===== src/ebrh_pkg.sv =====
// constants, register map and state codes of the external bus controller
package ebrh_pkg;

	// ----------------------------------------------------------------
	// register map
	// ----------------------------------------------------------------
	localparam logic [3:0]  EBRH_ADDR_CONFIG     = 4'h0;
	localparam logic [3:0]  EBRH_ADDR_STATUS     = 4'h1;
	localparam logic [3:0]  EBRH_ADDR_RDY_COUNT  = 4'h2;

	// config field positions
	localparam int          EBRH_CFG_WAIT_LSB    = 0;
	localparam int          EBRH_CFG_WAIT_W      = 4;
	localparam int          EBRH_CFG_CMD_DELAY   = 4;
	localparam int          EBRH_CFG_MUX         = 5;
	localparam int          EBRH_CFG_TRISTATE    = 6;
	localparam int          EBRH_CFG_ASYNC_RDY   = 7;
	localparam int          EBRH_CFG_HOLD_EN     = 8;
	localparam int          EBRH_CFG_W           = 9;
	localparam logic [8:0]  EBRH_CFG_RESET       = 9'h000;

	// status field positions
	localparam int          EBRH_ST_BUSY         = 0;
	localparam int          EBRH_ST_RELEASED     = 1;
	localparam int          EBRH_ST_HOLD_ACK     = 2;
	localparam int          EBRH_ST_BUS_REQ      = 3;
	localparam int          EBRH_ST_PENDING      = 4;

	// ----------------------------------------------------------------
	// widths and timing
	// ----------------------------------------------------------------
	localparam int          EBRH_DATA_W          = 16;
	localparam int          EBRH_CS_W            = 4;
	localparam int          EBRH_CLOCK_MHZ       = 50;
	localparam int          EBRH_PIN_PERIOD_NS   = 40;
	localparam int          EBRH_PIN_PERIOD_CYC  = EBRH_PIN_PERIOD_NS * EBRH_CLOCK_MHZ / 1000;
	localparam logic [15:0] EBRH_RDY_COUNT_RESET = 16'h0000;

	// ----------------------------------------------------------------
	// bus sequencer states
	// ----------------------------------------------------------------
	typedef enum logic [3:0] {
		EBRH_IDLE,
		EBRH_ADDR,
		EBRH_DELAY,
		EBRH_CMD,
		EBRH_MUXW,
		EBRH_TRIW,
		EBRH_HELD,
		EBRH_REGAIN
	} ebrh_state_type;

endpackage : ebrh_pkg


===== src/ebrh_ctrl.sv =====
// external bus cycle sequencer with ready wait states and hold arbitration
//
// Overview of operation
// - ready high at sample adds wait state
// - ready low at sample ends cycle
// - programmed waits first, then ready waits
// - command delay setting postpones command start
// - multiplexed mode adds mux and optional tristate
// - gap two periods mux+tristate, zero demux without tristate
// - asynchronous ready gets internal extra synchroniser
// - finish running cycle before granting hold
// - release: chip selects undriven, others floated
// - bus request only after release completed
// - regain starts only when hold returns high
// - own cycles resume after regain completes
//
// The strobed register port and the address map are this design's own decisions.
`timescale 1ns/1ps
module ebrh_ctrl (
	input  wire logic                           clock,
	input  wire logic                           rst_b,
	input  wire logic [3:0]                     reg_addr,
	input  wire logic [ebrh_pkg::EBRH_DATA_W-1:0] reg_wdata,
	input  wire logic                           reg_write,
	input  wire logic                           reg_read,
	output logic      [ebrh_pkg::EBRH_DATA_W-1:0] reg_rdata,
	input  wire logic                           cycle_start,
	input  wire logic                           cycle_write,
	input  wire logic [ebrh_pkg::EBRH_CS_W-1:0] cycle_select,
	output logic                                cycle_busy,
	output logic                                cycle_done,
	output logic                                cpu_clock_pin,
	input  wire logic                           ready_b_pin,
	input  wire logic                           hold_b_pin,
	output logic                                hold_ack,
	output logic                                bus_request_out_b,
	output logic                                ale,
	output logic                                read_strobe_b,
	output logic                                write_strobe_b,
	output logic                                bus_oe,
	output logic      [ebrh_pkg::EBRH_CS_W-1:0] chip_select_lines_b,
	output logic      [ebrh_pkg::EBRH_CS_W-1:0] chip_select_lines_oe
);
	import ebrh_pkg::*;

	// ----------------------------------------------------------------
	// reset release and pin synchronisers
	// ----------------------------------------------------------------
	logic                      rst_meta;
	logic                      rst_sync_b;
	logic                      ready_meta;
	logic                      ready_sync;
	logic                      ready_async;
	logic                      hold_meta;
	logic                      hold_sync;
	logic                      ready_seen_b;
	logic                      tick;
	logic [EBRH_CFG_W-1:0]     config_reg;
	logic [15:0]               rdy_count;
	logic [EBRH_CFG_WAIT_W-1:0] wait_left;
	logic                      pending;
	logic                      pending_write;
	logic [EBRH_CS_W-1:0]      pending_select;
	logic [EBRH_CS_W-1:0]      active_select;
	logic                      active_write;
	logic                      held_settled;
	logic                      hold_req;
	ebrh_state_type            state;
	ebrh_state_type            next_state;
	ebrh_state_type            after_cycle;
	logic                      cycle_end;

	// ----------------------------------------------------------------
	// shared decodes
	// ----------------------------------------------------------------
	// ready sampling point: command phase with no programmed wait left
	function automatic logic ebrh_at_sample(input ebrh_state_type st,
		input logic [EBRH_CFG_WAIT_W-1:0] left);
		return st == EBRH_CMD && left == '0;
	endfunction : ebrh_at_sample

	// command strobe level for the coming pin period, active low
	function automatic logic ebrh_cmd_b(input ebrh_state_type nxt, input logic ended,
		input logic is_write, input logic want_write);
		return !(nxt == EBRH_CMD && is_write == want_write && !ended);
	endfunction : ebrh_cmd_b

	// pins are driven in every state but the released one
	function automatic logic ebrh_drives(input ebrh_state_type nxt);
		return nxt != EBRH_HELD;
	endfunction : ebrh_drives

	// two-stage reset release
	always_ff @(posedge clock or negedge rst_b) begin
		if (!rst_b) begin
			rst_meta   <= 1'b0;
			rst_sync_b <= 1'b0;
		end else begin
			rst_meta   <= 1'b1;
			rst_sync_b <= rst_meta;
		end
	end

	// ready and hold pins enter through two flip-flops
	always_ff @(posedge clock or negedge rst_sync_b) begin
		if (!rst_sync_b) begin
			ready_meta <= 1'b1;
			ready_sync <= 1'b1;
			hold_meta  <= 1'b1;
			hold_sync  <= 1'b1;
		end else begin
			ready_meta <= ready_b_pin;
			ready_sync <= ready_meta;
			hold_meta  <= hold_b_pin;
			hold_sync  <= hold_meta;
		end
	end

	// extra stage for the asynchronous ready form
	always_ff @(posedge clock or negedge rst_sync_b) begin
		if (!rst_sync_b) begin
			ready_async <= 1'b1;
		end else begin
			ready_async <= ready_sync;
		end
	end

	// async form reads the third stage
	assign ready_seen_b = config_reg[EBRH_CFG_ASYNC_RDY] ? ready_async : ready_sync;
	assign hold_req     = !hold_sync && config_reg[EBRH_CFG_HOLD_EN];

	// ----------------------------------------------------------------
	// pin clock divider
	// ----------------------------------------------------------------
	// the sequencer steps on the edge where the pin clock rises
	always_ff @(posedge clock or negedge rst_sync_b) begin
		if (!rst_sync_b) begin
			cpu_clock_pin <= 1'b0;
		end else begin
			cpu_clock_pin <= !cpu_clock_pin;
		end
	end

	// one tick per pin period, on the edge where the pin clock rises
	assign tick = !cpu_clock_pin;

	// ----------------------------------------------------------------
	// register file
	// ----------------------------------------------------------------
	// configuration written by software
	always_ff @(posedge clock or negedge rst_sync_b) begin
		if (!rst_sync_b) begin
			config_reg <= EBRH_CFG_RESET;
		end else if (reg_write && reg_addr == EBRH_ADDR_CONFIG) begin
			config_reg <= reg_wdata[EBRH_CFG_W-1:0];
		end
	end

	// read data stand for one cycle only
	always_ff @(posedge clock or negedge rst_sync_b) begin
		if (!rst_sync_b) begin
			reg_rdata <= '0;
		end else if (reg_read) begin
			unique case (reg_addr)
				EBRH_ADDR_CONFIG:    reg_rdata <= {{(EBRH_DATA_W-EBRH_CFG_W){1'b0}}, config_reg};
				EBRH_ADDR_STATUS:    reg_rdata <= {11'h000, pending, !bus_request_out_b,
					hold_ack, !bus_oe, cycle_busy};
				EBRH_ADDR_RDY_COUNT: reg_rdata <= rdy_count;
				default:             reg_rdata <= '0;
			endcase
		end else begin
			reg_rdata <= '0;
		end
	end

	// ----------------------------------------------------------------
	// cycle request capture
	// ----------------------------------------------------------------
	// a new request is taken only while none is pending; one arriving before the clear is dropped
	always_ff @(posedge clock or negedge rst_sync_b) begin
		if (!rst_sync_b) begin
			pending        <= 1'b0;
			pending_write  <= 1'b0;
			pending_select <= '0;
		end else if (cycle_start && !pending) begin
			pending        <= 1'b1;
			pending_write  <= cycle_write;
			pending_select <= cycle_select;
		end else if (tick && next_state == EBRH_ADDR) begin
			pending        <= 1'b0;
		end
	end

	// busy also covers the one regain pin period
	assign cycle_busy = pending || (state != EBRH_IDLE && state != EBRH_HELD);

	// ----------------------------------------------------------------
	// sequencer
	// ----------------------------------------------------------------
	// the command period after the last programmed wait is the ready sampling point
	assign cycle_end = ebrh_at_sample(state, wait_left) && !ready_seen_b;

	// what follows a finished cycle, or an idle point
	always_comb begin
		if (hold_req) begin
			after_cycle = EBRH_HELD;
		end else if (pending) begin
			after_cycle = EBRH_ADDR;
		end else begin
			after_cycle = EBRH_IDLE;
		end
	end

	// next state on each pin clock rise
	always_comb begin
		next_state = state;
		unique case (state)
			EBRH_IDLE: begin
				next_state = after_cycle;
			end
			EBRH_ADDR: begin
				next_state = config_reg[EBRH_CFG_CMD_DELAY] ? EBRH_DELAY : EBRH_CMD;
			end
			EBRH_DELAY: begin
				next_state = EBRH_CMD;
			end
			EBRH_CMD: begin
				if (cycle_end) begin
					if (config_reg[EBRH_CFG_MUX]) begin
						next_state = EBRH_MUXW;
					end else if (config_reg[EBRH_CFG_TRISTATE]) begin
						next_state = EBRH_TRIW;
					end else begin
						next_state = after_cycle;
					end
				end
			end
			EBRH_MUXW: begin
				next_state = config_reg[EBRH_CFG_TRISTATE] ? EBRH_TRIW : after_cycle;
			end
			EBRH_TRIW: begin
				next_state = after_cycle;
			end
			EBRH_HELD: begin
				if (!hold_req) begin
					next_state = EBRH_REGAIN;
				end
			end
			EBRH_REGAIN: begin
				next_state = hold_req ? EBRH_HELD : (pending ? EBRH_ADDR : EBRH_IDLE);
			end
		endcase
	end

	// state register
	always_ff @(posedge clock or negedge rst_sync_b) begin
		if (!rst_sync_b) begin
			state <= EBRH_IDLE;
		end else if (tick) begin
			state <= next_state;
		end
	end

	// programmed wait counter and cycle attributes
	always_ff @(posedge clock or negedge rst_sync_b) begin
		if (!rst_sync_b) begin
			wait_left     <= '0;
			active_write  <= 1'b0;
			active_select <= '0;
		end else if (tick) begin
			if (next_state == EBRH_ADDR) begin
				active_write  <= pending_write;
				active_select <= pending_select;
			end
			if (state != EBRH_CMD && next_state == EBRH_CMD) begin
				wait_left <= config_reg[EBRH_CFG_WAIT_LSB +: EBRH_CFG_WAIT_W];
			end else if (state == EBRH_CMD && wait_left != '0) begin
				wait_left <= wait_left - 1'b1;
			end
		end
	end

	// count ready-controlled wait states
	always_ff @(posedge clock or negedge rst_sync_b) begin
		if (!rst_sync_b) begin
			rdy_count <= EBRH_RDY_COUNT_RESET;
		end else if (reg_write && reg_addr == EBRH_ADDR_RDY_COUNT) begin
			rdy_count <= EBRH_RDY_COUNT_RESET;
		end else if (tick && ebrh_at_sample(state, wait_left) && ready_seen_b) begin
			rdy_count <= rdy_count + 16'h0001;
		end
	end

	// completion pulse for the user side
	always_ff @(posedge clock or negedge rst_sync_b) begin
		if (!rst_sync_b) begin
			cycle_done <= 1'b0;
		end else begin
			cycle_done <= tick && cycle_end;
		end
	end

	// ----------------------------------------------------------------
	// bus pins
	// ----------------------------------------------------------------
	// strobes, address latch and drive enables
	always_ff @(posedge clock or negedge rst_sync_b) begin
		if (!rst_sync_b) begin
			ale                  <= 1'b0;
			read_strobe_b        <= 1'b1;
			write_strobe_b       <= 1'b1;
			bus_oe               <= 1'b1;
			chip_select_lines_b  <= {EBRH_CS_W{1'b1}};
			chip_select_lines_oe <= {EBRH_CS_W{1'b1}};
		end else if (tick) begin
			ale            <= next_state == EBRH_ADDR;
			read_strobe_b  <= ebrh_cmd_b(next_state, cycle_end, active_write, 1'b0);
			write_strobe_b <= ebrh_cmd_b(next_state, cycle_end, active_write, 1'b1);
			if (next_state == EBRH_ADDR) begin
				chip_select_lines_b <= ~pending_select;
			end else if (next_state != EBRH_DELAY && next_state != EBRH_CMD) begin
				chip_select_lines_b <= {EBRH_CS_W{1'b1}};
			end
			bus_oe               <= ebrh_drives(next_state);
			chip_select_lines_oe <= {EBRH_CS_W{ebrh_drives(next_state)}};
		end
	end

	// hold acknowledge and own bus request
	always_ff @(posedge clock or negedge rst_sync_b) begin
		if (!rst_sync_b) begin
			hold_ack          <= 1'b0;
			held_settled      <= 1'b0;
			bus_request_out_b <= 1'b1;
		end else if (tick) begin
			hold_ack     <= !ebrh_drives(next_state);
			held_settled <= state == EBRH_HELD && next_state == EBRH_HELD;
			// own request only once the release has settled for a pin period
			bus_request_out_b <= !(held_settled && next_state == EBRH_HELD && pending);
		end
	end

endmodule : ebrh_ctrl


===== config.mk =====
export PLATFORM = sky130hd
export DESIGN_NAME = ebrh_ctrl
export DESIGN_NICKNAME = d
export VERILOG_FILES = /design/src/ebrh_pkg.sv /design/src/ebrh_ctrl.sv
export SDC_FILE = /design/constraint.sdc
export NUM_CORES = 1
export LEC_CHECK = 0
export ABC_AREA = 1
export BUFFER_PORTS_ARGS = -buffer_cell sky130_fd_sc_hd__buf_2
export CAP_MARGIN = 15
export CORE_MARGIN = 3
export CORE_UTILIZATION = 25
export CTS_CLUSTER_DIAMETER = 150
export DETAILED_ROUTE_END_ITERATION = 6
export PLACE_DENSITY = 0.53
export SETUP_SLACK_MARGIN = 0.2
export SYNTH_ARGS = -nofsm -noshare
export SYNTH_HDL_FRONTEND = slang
export SYNTH_SLANG_ARGS = --single-unit

===== constraint.sdc =====
create_clock -name clock -period 6.75 [get_ports clock]
set_input_delay 0.3375 -clock clock [delete_from_list [all_inputs] [get_ports clock]]
set_output_delay 0.3375 -clock clock [all_outputs]
set_load 0.05 [all_outputs]

==> flow_summary.yaml, run 1 <==
clocking:
  tritoncts.num_buffers: 9
  insertion_delay_ns: 0.33
  cts_tree: "done"
  htreeDepth: 3
  clkSlewWorstSetupHoldPaths_ns: 0.06
  cts_max_path_buffers: 2
  post_cts_buffers: 0
  post_cts_resize_count: 0
  holdBufCountCts: 1
  ctsRootBufferMaster: "clkbuf_16"
  cts_sinks: 76
cells_and_area:
  area_growth_syn_to_layout_pct: 22.0
  mostFrequentLayoutCell: "nand2_1"
  ratio_of_cells_with_drive_above_1_in_the_final_layout_pct: 26.6
  finalNonFillerCells: 647
  layout.filler_cells: 1498
  layout_common_cells: "nand2_1 (90), dfrtp_1 (62), buf_2 (57), inv_1 (53), nor2_1 (36)"
  fin_nets: 497
  antenna_cells: 0
grt:
  grtUsageTotal_pct: 11.2
  grt_busiest_layer: "met2"
  grt_pass1_wl_um: 14300
  grtUsageMet3_pct: 3.99
  grt_util_met2_pct: 18.1
  grt-ovfl-total: 0
  gr-usage-met1_pct: 13.8
  antenna_found_initial: 0
  grt_start_max_net_pins: 56
  vias_in_the_first_global_route: 2917
setup_path:
  crit_path_start_kind: "flip-flop"
  timing.setup.critical_path_class: "flip-flop to flip-flop"
  critical_path_required_ns: 6.97
  arrival_ns: 2.25
  end_kind: "flip-flop"
  path_max_fanout: 17
  regToRegSetupSlack_ns: 4.71
die:
  core_area_um2: 14000
  start_util_pct: 25.7
  die_area_um2: 15900
  num_rows: 43
  dieWidth_um: 126
  i_o_pin_count: 65
  fp.dieH_um: 126
power:
  power_w: 0.00183
  total_leakage_power_nw: 2.14
  ir_worst_vdd_mv: 0.228
  p_per_area_nw_per_um2: 417
synthesis:
  synth_simple_gate_area_share_pct: 25.1
  unique_masters_post_synth: 44
  post_synth_instance_area_um2: 3600
  syn_avg_cell_area_um2: 9.02
  synth_edf_count: 0
  async_flop_share_pct: 100
  post_synth_inst_count: 399
  synth.area.top_cells: "dfrtp_1 (44%), dfstp_2 (9.5%), nand2_1 (9.4%)"
  yosys-mux-area-fraction_pct: 3.44
  post-synth-top-area-fraction_pct: 43.8
  syn-num-nets: 434
  synth_compound_gate_area_share_pct: 8.90
  ys_warn_count: 0
  adder_and_majority_cell_fraction_of_the_synthesized_area_pct: 1.04
  synth_top_family_by_area: "simple AND/OR/NAND/NOR gates"
  dominantRegCellSynth: "dfrtp_1"
  ys_seq_area_share_pct: 53.3
  synth-seq-cells: 76
  synth_top_area_cell: "dfrtp_1"
  post_synth_xor_area_fraction_pct: 0.973
sta:
  finalSetupViolations: 0
  finalWorstPathRequiredPeriod_ns: 2.04
  maxSlewHeadroom_pct: 53.1
  rsz0062_at_grt: "false"
  fin_setup_tns_ns: 0
  final.setup_skew_ns: 0.00784
  final_min_period_over_clock_period_pct: 30.2
  fin_worst_hold_slack_ns: 0.103
  hold_violations: 0
  timing_max_transition_violations_final: 0
  worst_margin_pin_slew_ns: 0.703
  maxClockFrequency_ghz: 0.491
route:
  post_drt_via_cell_ratio: 4.31
  wl_per_cell_um: 12.8
  finalWirelength_um: 8310
  final_antenna_net_count: 0
  detailedRoute.firstPassIterationCount: 4
  drt_iter0_markers: 185
  drc: 0
  vias: 2791
run_status:
  status: "finished clean"
place:
  number_of_i_o_port_buffers: 57
  place_congestion: 0.836
  place.detailed.hpwl_um: 6280
  placed_cells_incl_taps: 630
min_path:
  min-delay-path-class: "input port to flip-flop"
flow_run:
  cap_violations: 0
==> synth_stat cells (4+ instances only) <==
master,number
dfstp_2,13
nor2_4,4
inv_1,53
a21oi_1,24
o21ai_0,14
nor2_1,36
nand4_1,7
nand2_1,90
dfrtp_1,63
nor3_1,10
o21ai_1,4
nand3_1,17
buf_4,4
mux2_2,11
nand2_2,4
xor2_1,4
==> where the power goes <==
group          leakage [nW]  switching (W)  internal [W]
Combinational          1.04       0.000490      0.000222
Sequential            0.954      0.0000718      0.000564
Clock                 0.142       0.000178      0.000306
==> metal layers <==
layer  share of wire [%]  vias to the layer above
li1                    -                     1415
met1                  44                     1307
met2                  49                       56
met3                 4.8                       13
met4                 1.8                        0
met5                   0                        -
==> worst max-delay path, stage by stage (launching register included) <==
cell and delay (ns):
dfrtp_1 0.50, clkinv_1 0.52, nand3_4 0.33, clkinv_2 0.16, nand3_2 0.09, nor3_2 0.04
nand2_1 0.07, xor2_1 0.15, nor2_1 0.05
==> cell type report <==
class	instances	area, um2	area share [%]
clock buffers	13	260	5.93
well taps	180	225	5.13
flip-flops and latches	76	1920	43.7
multi-input cells	259	1420	32.4
inverters	57	215	4.90
clock inverters	3	45.0	1.03
repair buffers	59	303	6.89
==> cells by family (layout without fill, tap and decap cells) <==
logic type	count (synthesis)	after routing
and+or+nand+nor	184	184
DFF	76	76
buffers and inverters	64	132
AOI/OAI and AO/OA	56	56
muxes	11	11
xor gates and xnor gates	4	4
adders and majority gates	3	3
other	1	1
==> worst paths after layout <==
path,end,from,cells after the start
max,rdy_count[8],cpu_clock_pin,8
min,hold_meta,hold_b_pin,1
max reg2reg,rdy_count[8],cpu_clock_pin,8
min reg2reg,pending_select[2],rst_sync_b,0
max in group asynchronous,reg_rdata[4],rst_sync_b,1
min in group asynchronous,pending_select[2],rst_sync_b,0
==> stage by stage <==
| stage | setup slack (ns) | utilization, % | area [um2] |
|---|---|---|---|
| finish | 4.71 | 31.4 | 4390 |
| global route | 4.50 | 31.4 | 4390 |
| CTS | 4.69 | 31.4 | 4390 |
| detailed placement | 4.65 | 29.1 | 4080 |
| global placement | 4.66 | 29.1 | 4080 |
| floorplan | 4.50 | - | 3600 |
No activity file was read; power rests on OpenSTA's default activity.
==> run 2, diff against run 1 <==
PLACE_DENSITY = 0.55   (was 0.53)
clock period = 1.7 ns   (was 6.75 ns; I/O delays follow)
==> flow_summary.yaml, run 2 (synthesis gave the netlist of run 1 again) <==
cells_and_area:
  ratio_of_cells_with_drive_above_1_in_the_final_layout_pct: 46.6
  mostFrequentLayoutCell: "nand2_1"
  area_growth_syn_to_layout_pct: 48.8
  final_cell_area_um2: 5360
  fin_nets: 560
  layout.filler_cells: 1389
  antenna_cells: 0
  layout_common_cells: "nand2_1 (71), dfrtp_1 (59), buf_2 (56), inv_1 (45), buf_4 (35)"
clocking:
  cts_sinks: 76
  tritoncts.num_buffers: 9
  cts_tree: "done"
  ctsRootBufferMaster: "clkbuf_16"
  insertion_delay_ns: 0.34
  htreeDepth: 3
  clkSlewWorstSetupHoldPaths_ns: 0.06
  cts_max_path_buffers: 2
place:
  dp_slack_ns: -0.0637
  area_after_dpl_um2: 4360
  place_congestion: 0.826
  place.detailed.hpwl_um: 6670
  number_of_i_o_port_buffers: 57
sta:
  maxClockFrequency_ghz: 0.560
  final.setup_skew_ns: 0.00822
  worst_margin_pin_slew_ns: 0.505
  finalWorstPathRequiredPeriod_ns: 1.78
  setup_ws_ns: -0.0843
  finalSetupViolations: 13
  timing_max_transition_violations_final: 0
  hold_violations: 0
  final_min_period_over_clock_period_pct: 105
  rsz0062_at_grt: "true"
  maxSlewHeadroom_pct: 66.3
setup_path:
  path_max_fanout: 6
  critical_path_required_ns: 1.98
  timing.critical_path.from: "state[3]"
  crit_path_start_kind: "flip-flop"
  arrival_ns: 2.07
  timing.setup.critical_path_class: "flip-flop to flip-flop"
  end_kind: "flip-flop"
  worstReg2RegStart: "state[3]"
power:
  clockPowerShare_pct: 22.1
  power_report.internal_total_w: 0.00495
  comb_power_share_pct: 47.6
  power_w: 0.00845
  switching_power_of_the_nets_w: 0.00350
  ir_worst_vdd_mv: 1.10
  total_leakage_power_nw: 2.61
  power_frac_seq_pct: 30.3
  p_per_area_nw_per_um2: 1580
  switching_share_pct: 41.4
die:
  fp.dieH_um: 126
  die_area_um2: 15900
  core_area_um2: 14000
  i_o_pin_count: 65
  num_rows: 43
  start_util_pct: 25.7
  dieWidth_um: 126
route:
  finalWirelength_um: 9400
  wl_per_cell_um: 13.2
  vias: 3178
  detailedRoute.firstPassIterationCount: 4
  drt_iter0_markers: 183
  final_antenna_net_count: 0
  drc: 0
  post_drt_via_cell_ratio: 4.48
grt:
  grt-ovfl-total: 0
  antenna_found_initial: 0
  grt_start_max_net_pins: 39
  grt_pass1_wl_um: 15300
  vias_in_the_first_global_route: 3222
  grtUsageTotal_pct: 12.0
run_status:
  status: "finished with violations"
  violations: "setup timing"
min_path:
  holdCritStartpoint: "reg_read"
  min-delay-path-class: "input port to flip-flop"
flow_run:
  cap_violations: 0
-- run 2: stage by stage --
step | setup TNS, ns | hold slack [ns] | std cells | utilization (%)
after floorplan | 0 | -0.211 | 399 | -
after CTS | -0.368 | 0.00160 | 698 | 36.5
after detailed placement | -0.458 | -0.126 | 657 | 31.2
final | -0.617 | 0.0122 | 710 | 38.3
after global placement | -0.0773 | -0.127 | 657 | 31.2
after global routing | -3.01 | 0.0156 | 710 | 38.3
-- run 2: path summary, 6_finish.rpt --
| kind | endpoint | slack, ns | depth (start not counted) |
|---|---|---|---|
| setup / recovery | write_strobe_b | -0.08 | 12 |
| hold / removal | reg_rdata[3] | 0.01 | 3 |
| setup reg to reg | write_strobe_b | -0.08 | 12 |
| hold reg to reg | state[3] | 0.23 | 0 |
| max in group asynchronous | chip_select_lines_b[1] | 0.82 | 1 |
| min in group asynchronous | rst_sync_b | 0.06 | 2 |
-- run 2: area by class of cell --
cell class	count	area, um2	area share [%]
flip-flops and latches	76	1920	35.9
multi-input cells	259	1800	33.6
repair buffers	122	893	16.7
clock buffers	14	254	4.74
inverters	57	226	4.23
well taps	180	225	4.21
clock inverters	2	35.0	0.654
-- run 2: timing repair --
action,in CTS,in global routing
gates resized for setup,62,45
hold endpoints to repair,17,0
hold buffers,16,0
pin swaps,16,23
endpoints found under the setup margin,34,38
buffers inserted,9,12
-- run 2: layer usage --
metal	part of all wire, %	track usage [%]
met4	2.1	4.10
met2	53	21.1
met3	4.5	3.35
met5	0	0
met1	40	14.0
-- run 2: power by group through the flow --
stage	clock [W]	sequential (W)	combinational [W]
2_1_floorplan	0	0.00276	0.00214
3_3_place_gp	0	0.00254	0.00312
3_5_place_dp	0	0.00255	0.00320
4_1_cts	0.00192	0.00254	0.00369
5_1_grt	0.00200	0.00260	0.00445
6_report	0.00187	0.00256	0.00402
-- run 2: worst max-delay path, cell delays in order (launching register included) --
cell     delay, ns
dfrtp_2       0.43
nor2_4        0.18
nand2_4       0.09
nor2_4        0.15
nand3_2       0.11
nor2_4        0.21
nor2_8        0.06
buf_4         0.14
nand2_4       0.11
nor2_4        0.05
nand2_1       0.05
o21ai_1       0.06
inv_1         0.06
==> run 3, diff against run 2 <==
REMOVE_ABC_BUFFERS = 1   (was unset)
==> flow_summary.yaml, run 3 (synthesis gave the netlist of run 1 again) <==
place:
  place_congestion: 0.857
  number_of_i_o_port_buffers: 57
  place.detailed.hpwl_um: 6710
  area_after_dpl_um2: 4340
setup_path:
  critical_path_required_ns: 1.98
  timing.critical_path.slowest_cell_delay_ns: 0.39
  arrival_ns: 2.06
  worstPathBufferInverterCount: 1
  end_kind: "flip-flop"
  path_max_fanout: 5
  crit_path_start_kind: "flip-flop"
  timing.critical_path.cells: "inv_2, ha_4, nand3_4, nor2_4, nand3_4, nand2_4, nand2_4, nor2_4, nand3_2, a21oi_2, o21a_1"
  crit_path_top_delay_cell: "dfrtp_1"
  cell_type_group_with_the_largest_total_delay_on_the_critical_path: "simple AND/OR/NAND/NOR gates"
  timing.setup.critical_path_class: "flip-flop to flip-flop"
route:
  finalWirelength_um: 9550
  drc: 0
  vias: 3130
  drt_iter0_markers: 153
  final_antenna_net_count: 0
  detailedRoute.firstPassIterationCount: 4
  wl_per_cell_um: 13.4
  post_drt_via_cell_ratio: 4.38
clocking:
  insertion_delay_ns: 0.34
  ctsRootBufferMaster: "clkbuf_16"
  htreeDepth: 3
  clkSlewWorstSetupHoldPaths_ns: 0.06
  tritoncts.num_buffers: 9
  cts_sinks: 76
  cts_tree: "done"
  cts_max_path_buffers: 2
die:
  fp.dieH_um: 126
  die_area_um2: 15900
  num_rows: 43
  start_util_pct: 25.7
  i_o_pin_count: 65
  dieWidth_um: 126
  core_area_um2: 14000
cells_and_area:
  final_cell_area_um2: 5320
  ratio_of_cells_with_drive_above_1_in_the_final_layout_pct: 44.2
  area_growth_syn_to_layout_pct: 47.9
  antenna_cells: 0
  mostFrequentLayoutCell: "nand2_1"
  fin_nets: 564
  layout_common_cells: "nand2_1 (77), dfrtp_1 (60), buf_2 (56), inv_1 (47), buf_4 (39)"
sta:
  final.setup_skew_ns: 0.00793
  finalSetupViolations: 12
  setup_ws_ns: -0.0809
  finalWorstPathRequiredPeriod_ns: 1.78
  maxClockFrequency_ghz: 0.562
  rsz0062_at_grt: "true"
  hold_violations: 0
  fin_setup_tns_ns: -0.467
  timing_max_transition_violations_final: 0
  final_min_period_over_clock_period_pct: 105
power:
  ir_worst_vdd_mv: 1.11
  power_frac_seq_pct: 30.4
  total_leakage_power_nw: 2.59
  comb_power_share_pct: 45.4
  clockPowerShare_pct: 24.2
  switching_power_of_the_nets_w: 0.00338
  switching_share_pct: 40.3
  p_per_area_nw_per_um2: 1570
  power_report.internal_total_w: 0.00501
run_status:
  violations: "setup timing"
  status: "finished with violations"
flow_run:
  cap_violations: 0
grt:
  antenna_found_initial: 0
  grt_start_max_net_pins: 36
  grtUsageTotal_pct: 12.3
  grt_pass1_wl_um: 15700
  grt-ovfl-total: 0
  vias_in_the_first_global_route: 3301
min_path:
  min-delay-path-class: "input port to flip-flop"
[run 3: routing by layer]
metal	routed length, um	vias up	global-route usage (%)
li1	-	1548	-
met1	3980	1519	14.1
met2	5070	57	22.0
met3	449	6	4.41
met4	46	0	2.40
met5	0	-	0
[run 3: final cells by class]
| type | instances | area (um2) |
|---|---|---|
| multi-input combinational | 259 | 1710 |
| sequential | 76 | 1920 |
| inverter | 57 | 219 |
| tap | 180 | 225 |
| fill | 1385 | 8660 |
| clock buffer | 10 | 229 |
| timing repair buffer | 126 | 927 |
| clock inverter | 6 | 88.8 |
[run 3: final timing paths]
kind                         startpoint       endpoint  slack, ns  cells after the start
min in group asynchronous         rst_b     rst_sync_b       0.06                      2
min                            reg_read   reg_rdata[1]       0.01                      3
min reg2reg                  rst_sync_b            ale       0.23                      0
max                        wait_left[1]  rdy_count[15]      -0.08                     11
max reg2reg                wait_left[1]  rdy_count[15]      -0.08                     11
max in group asynchronous    rst_sync_b    ready_async       0.86                      1
[run 3: timing repair]
item / CTS / global route
setup buffers: 13 / 7
endpoints found under the hold margin: 17 / 0
setup endpoints to repair: 38 / 39
hold buffers: 16 / 0
pin swaps: 18 / 14
gates resized for setup: 61 / 39
[run 3: tightest hold or removal path: stages]
cell	delay, ns
buf_2	0.13
nand2_1	0.07
inv_1	0.03
[run 3: power groups by stage]
stage	combinational, W	sequential, W	clock, W
floorplan	0.00190	0.00282	0
detailed placement	0.00311	0.00254	0
finish	0.00381	0.00255	0.00203
global route	0.00422	0.00259	0.00220
global placement	0.00303	0.00253	0
CTS	0.00360	0.00253	0.00210
[run 3: stage by stage]
stage	util (%)	worst slack, ns	cells	total power, W	hold slack [ns]
6_report	38.1	-0.0809	714	0.00838	0.0128
5_1_grt	38.1	-0.202	714	0.00901	0.0215
4_1_cts	36.5	-0.0349	707	0.00822	0.00368
3_5_place_dp	31.0	-0.140	662	0.00565	-0.128
3_3_place_gp	31.0	-0.103	662	0.00556	-0.129
2_1_floorplan	-	-0.551	392	0.00472	-0.211
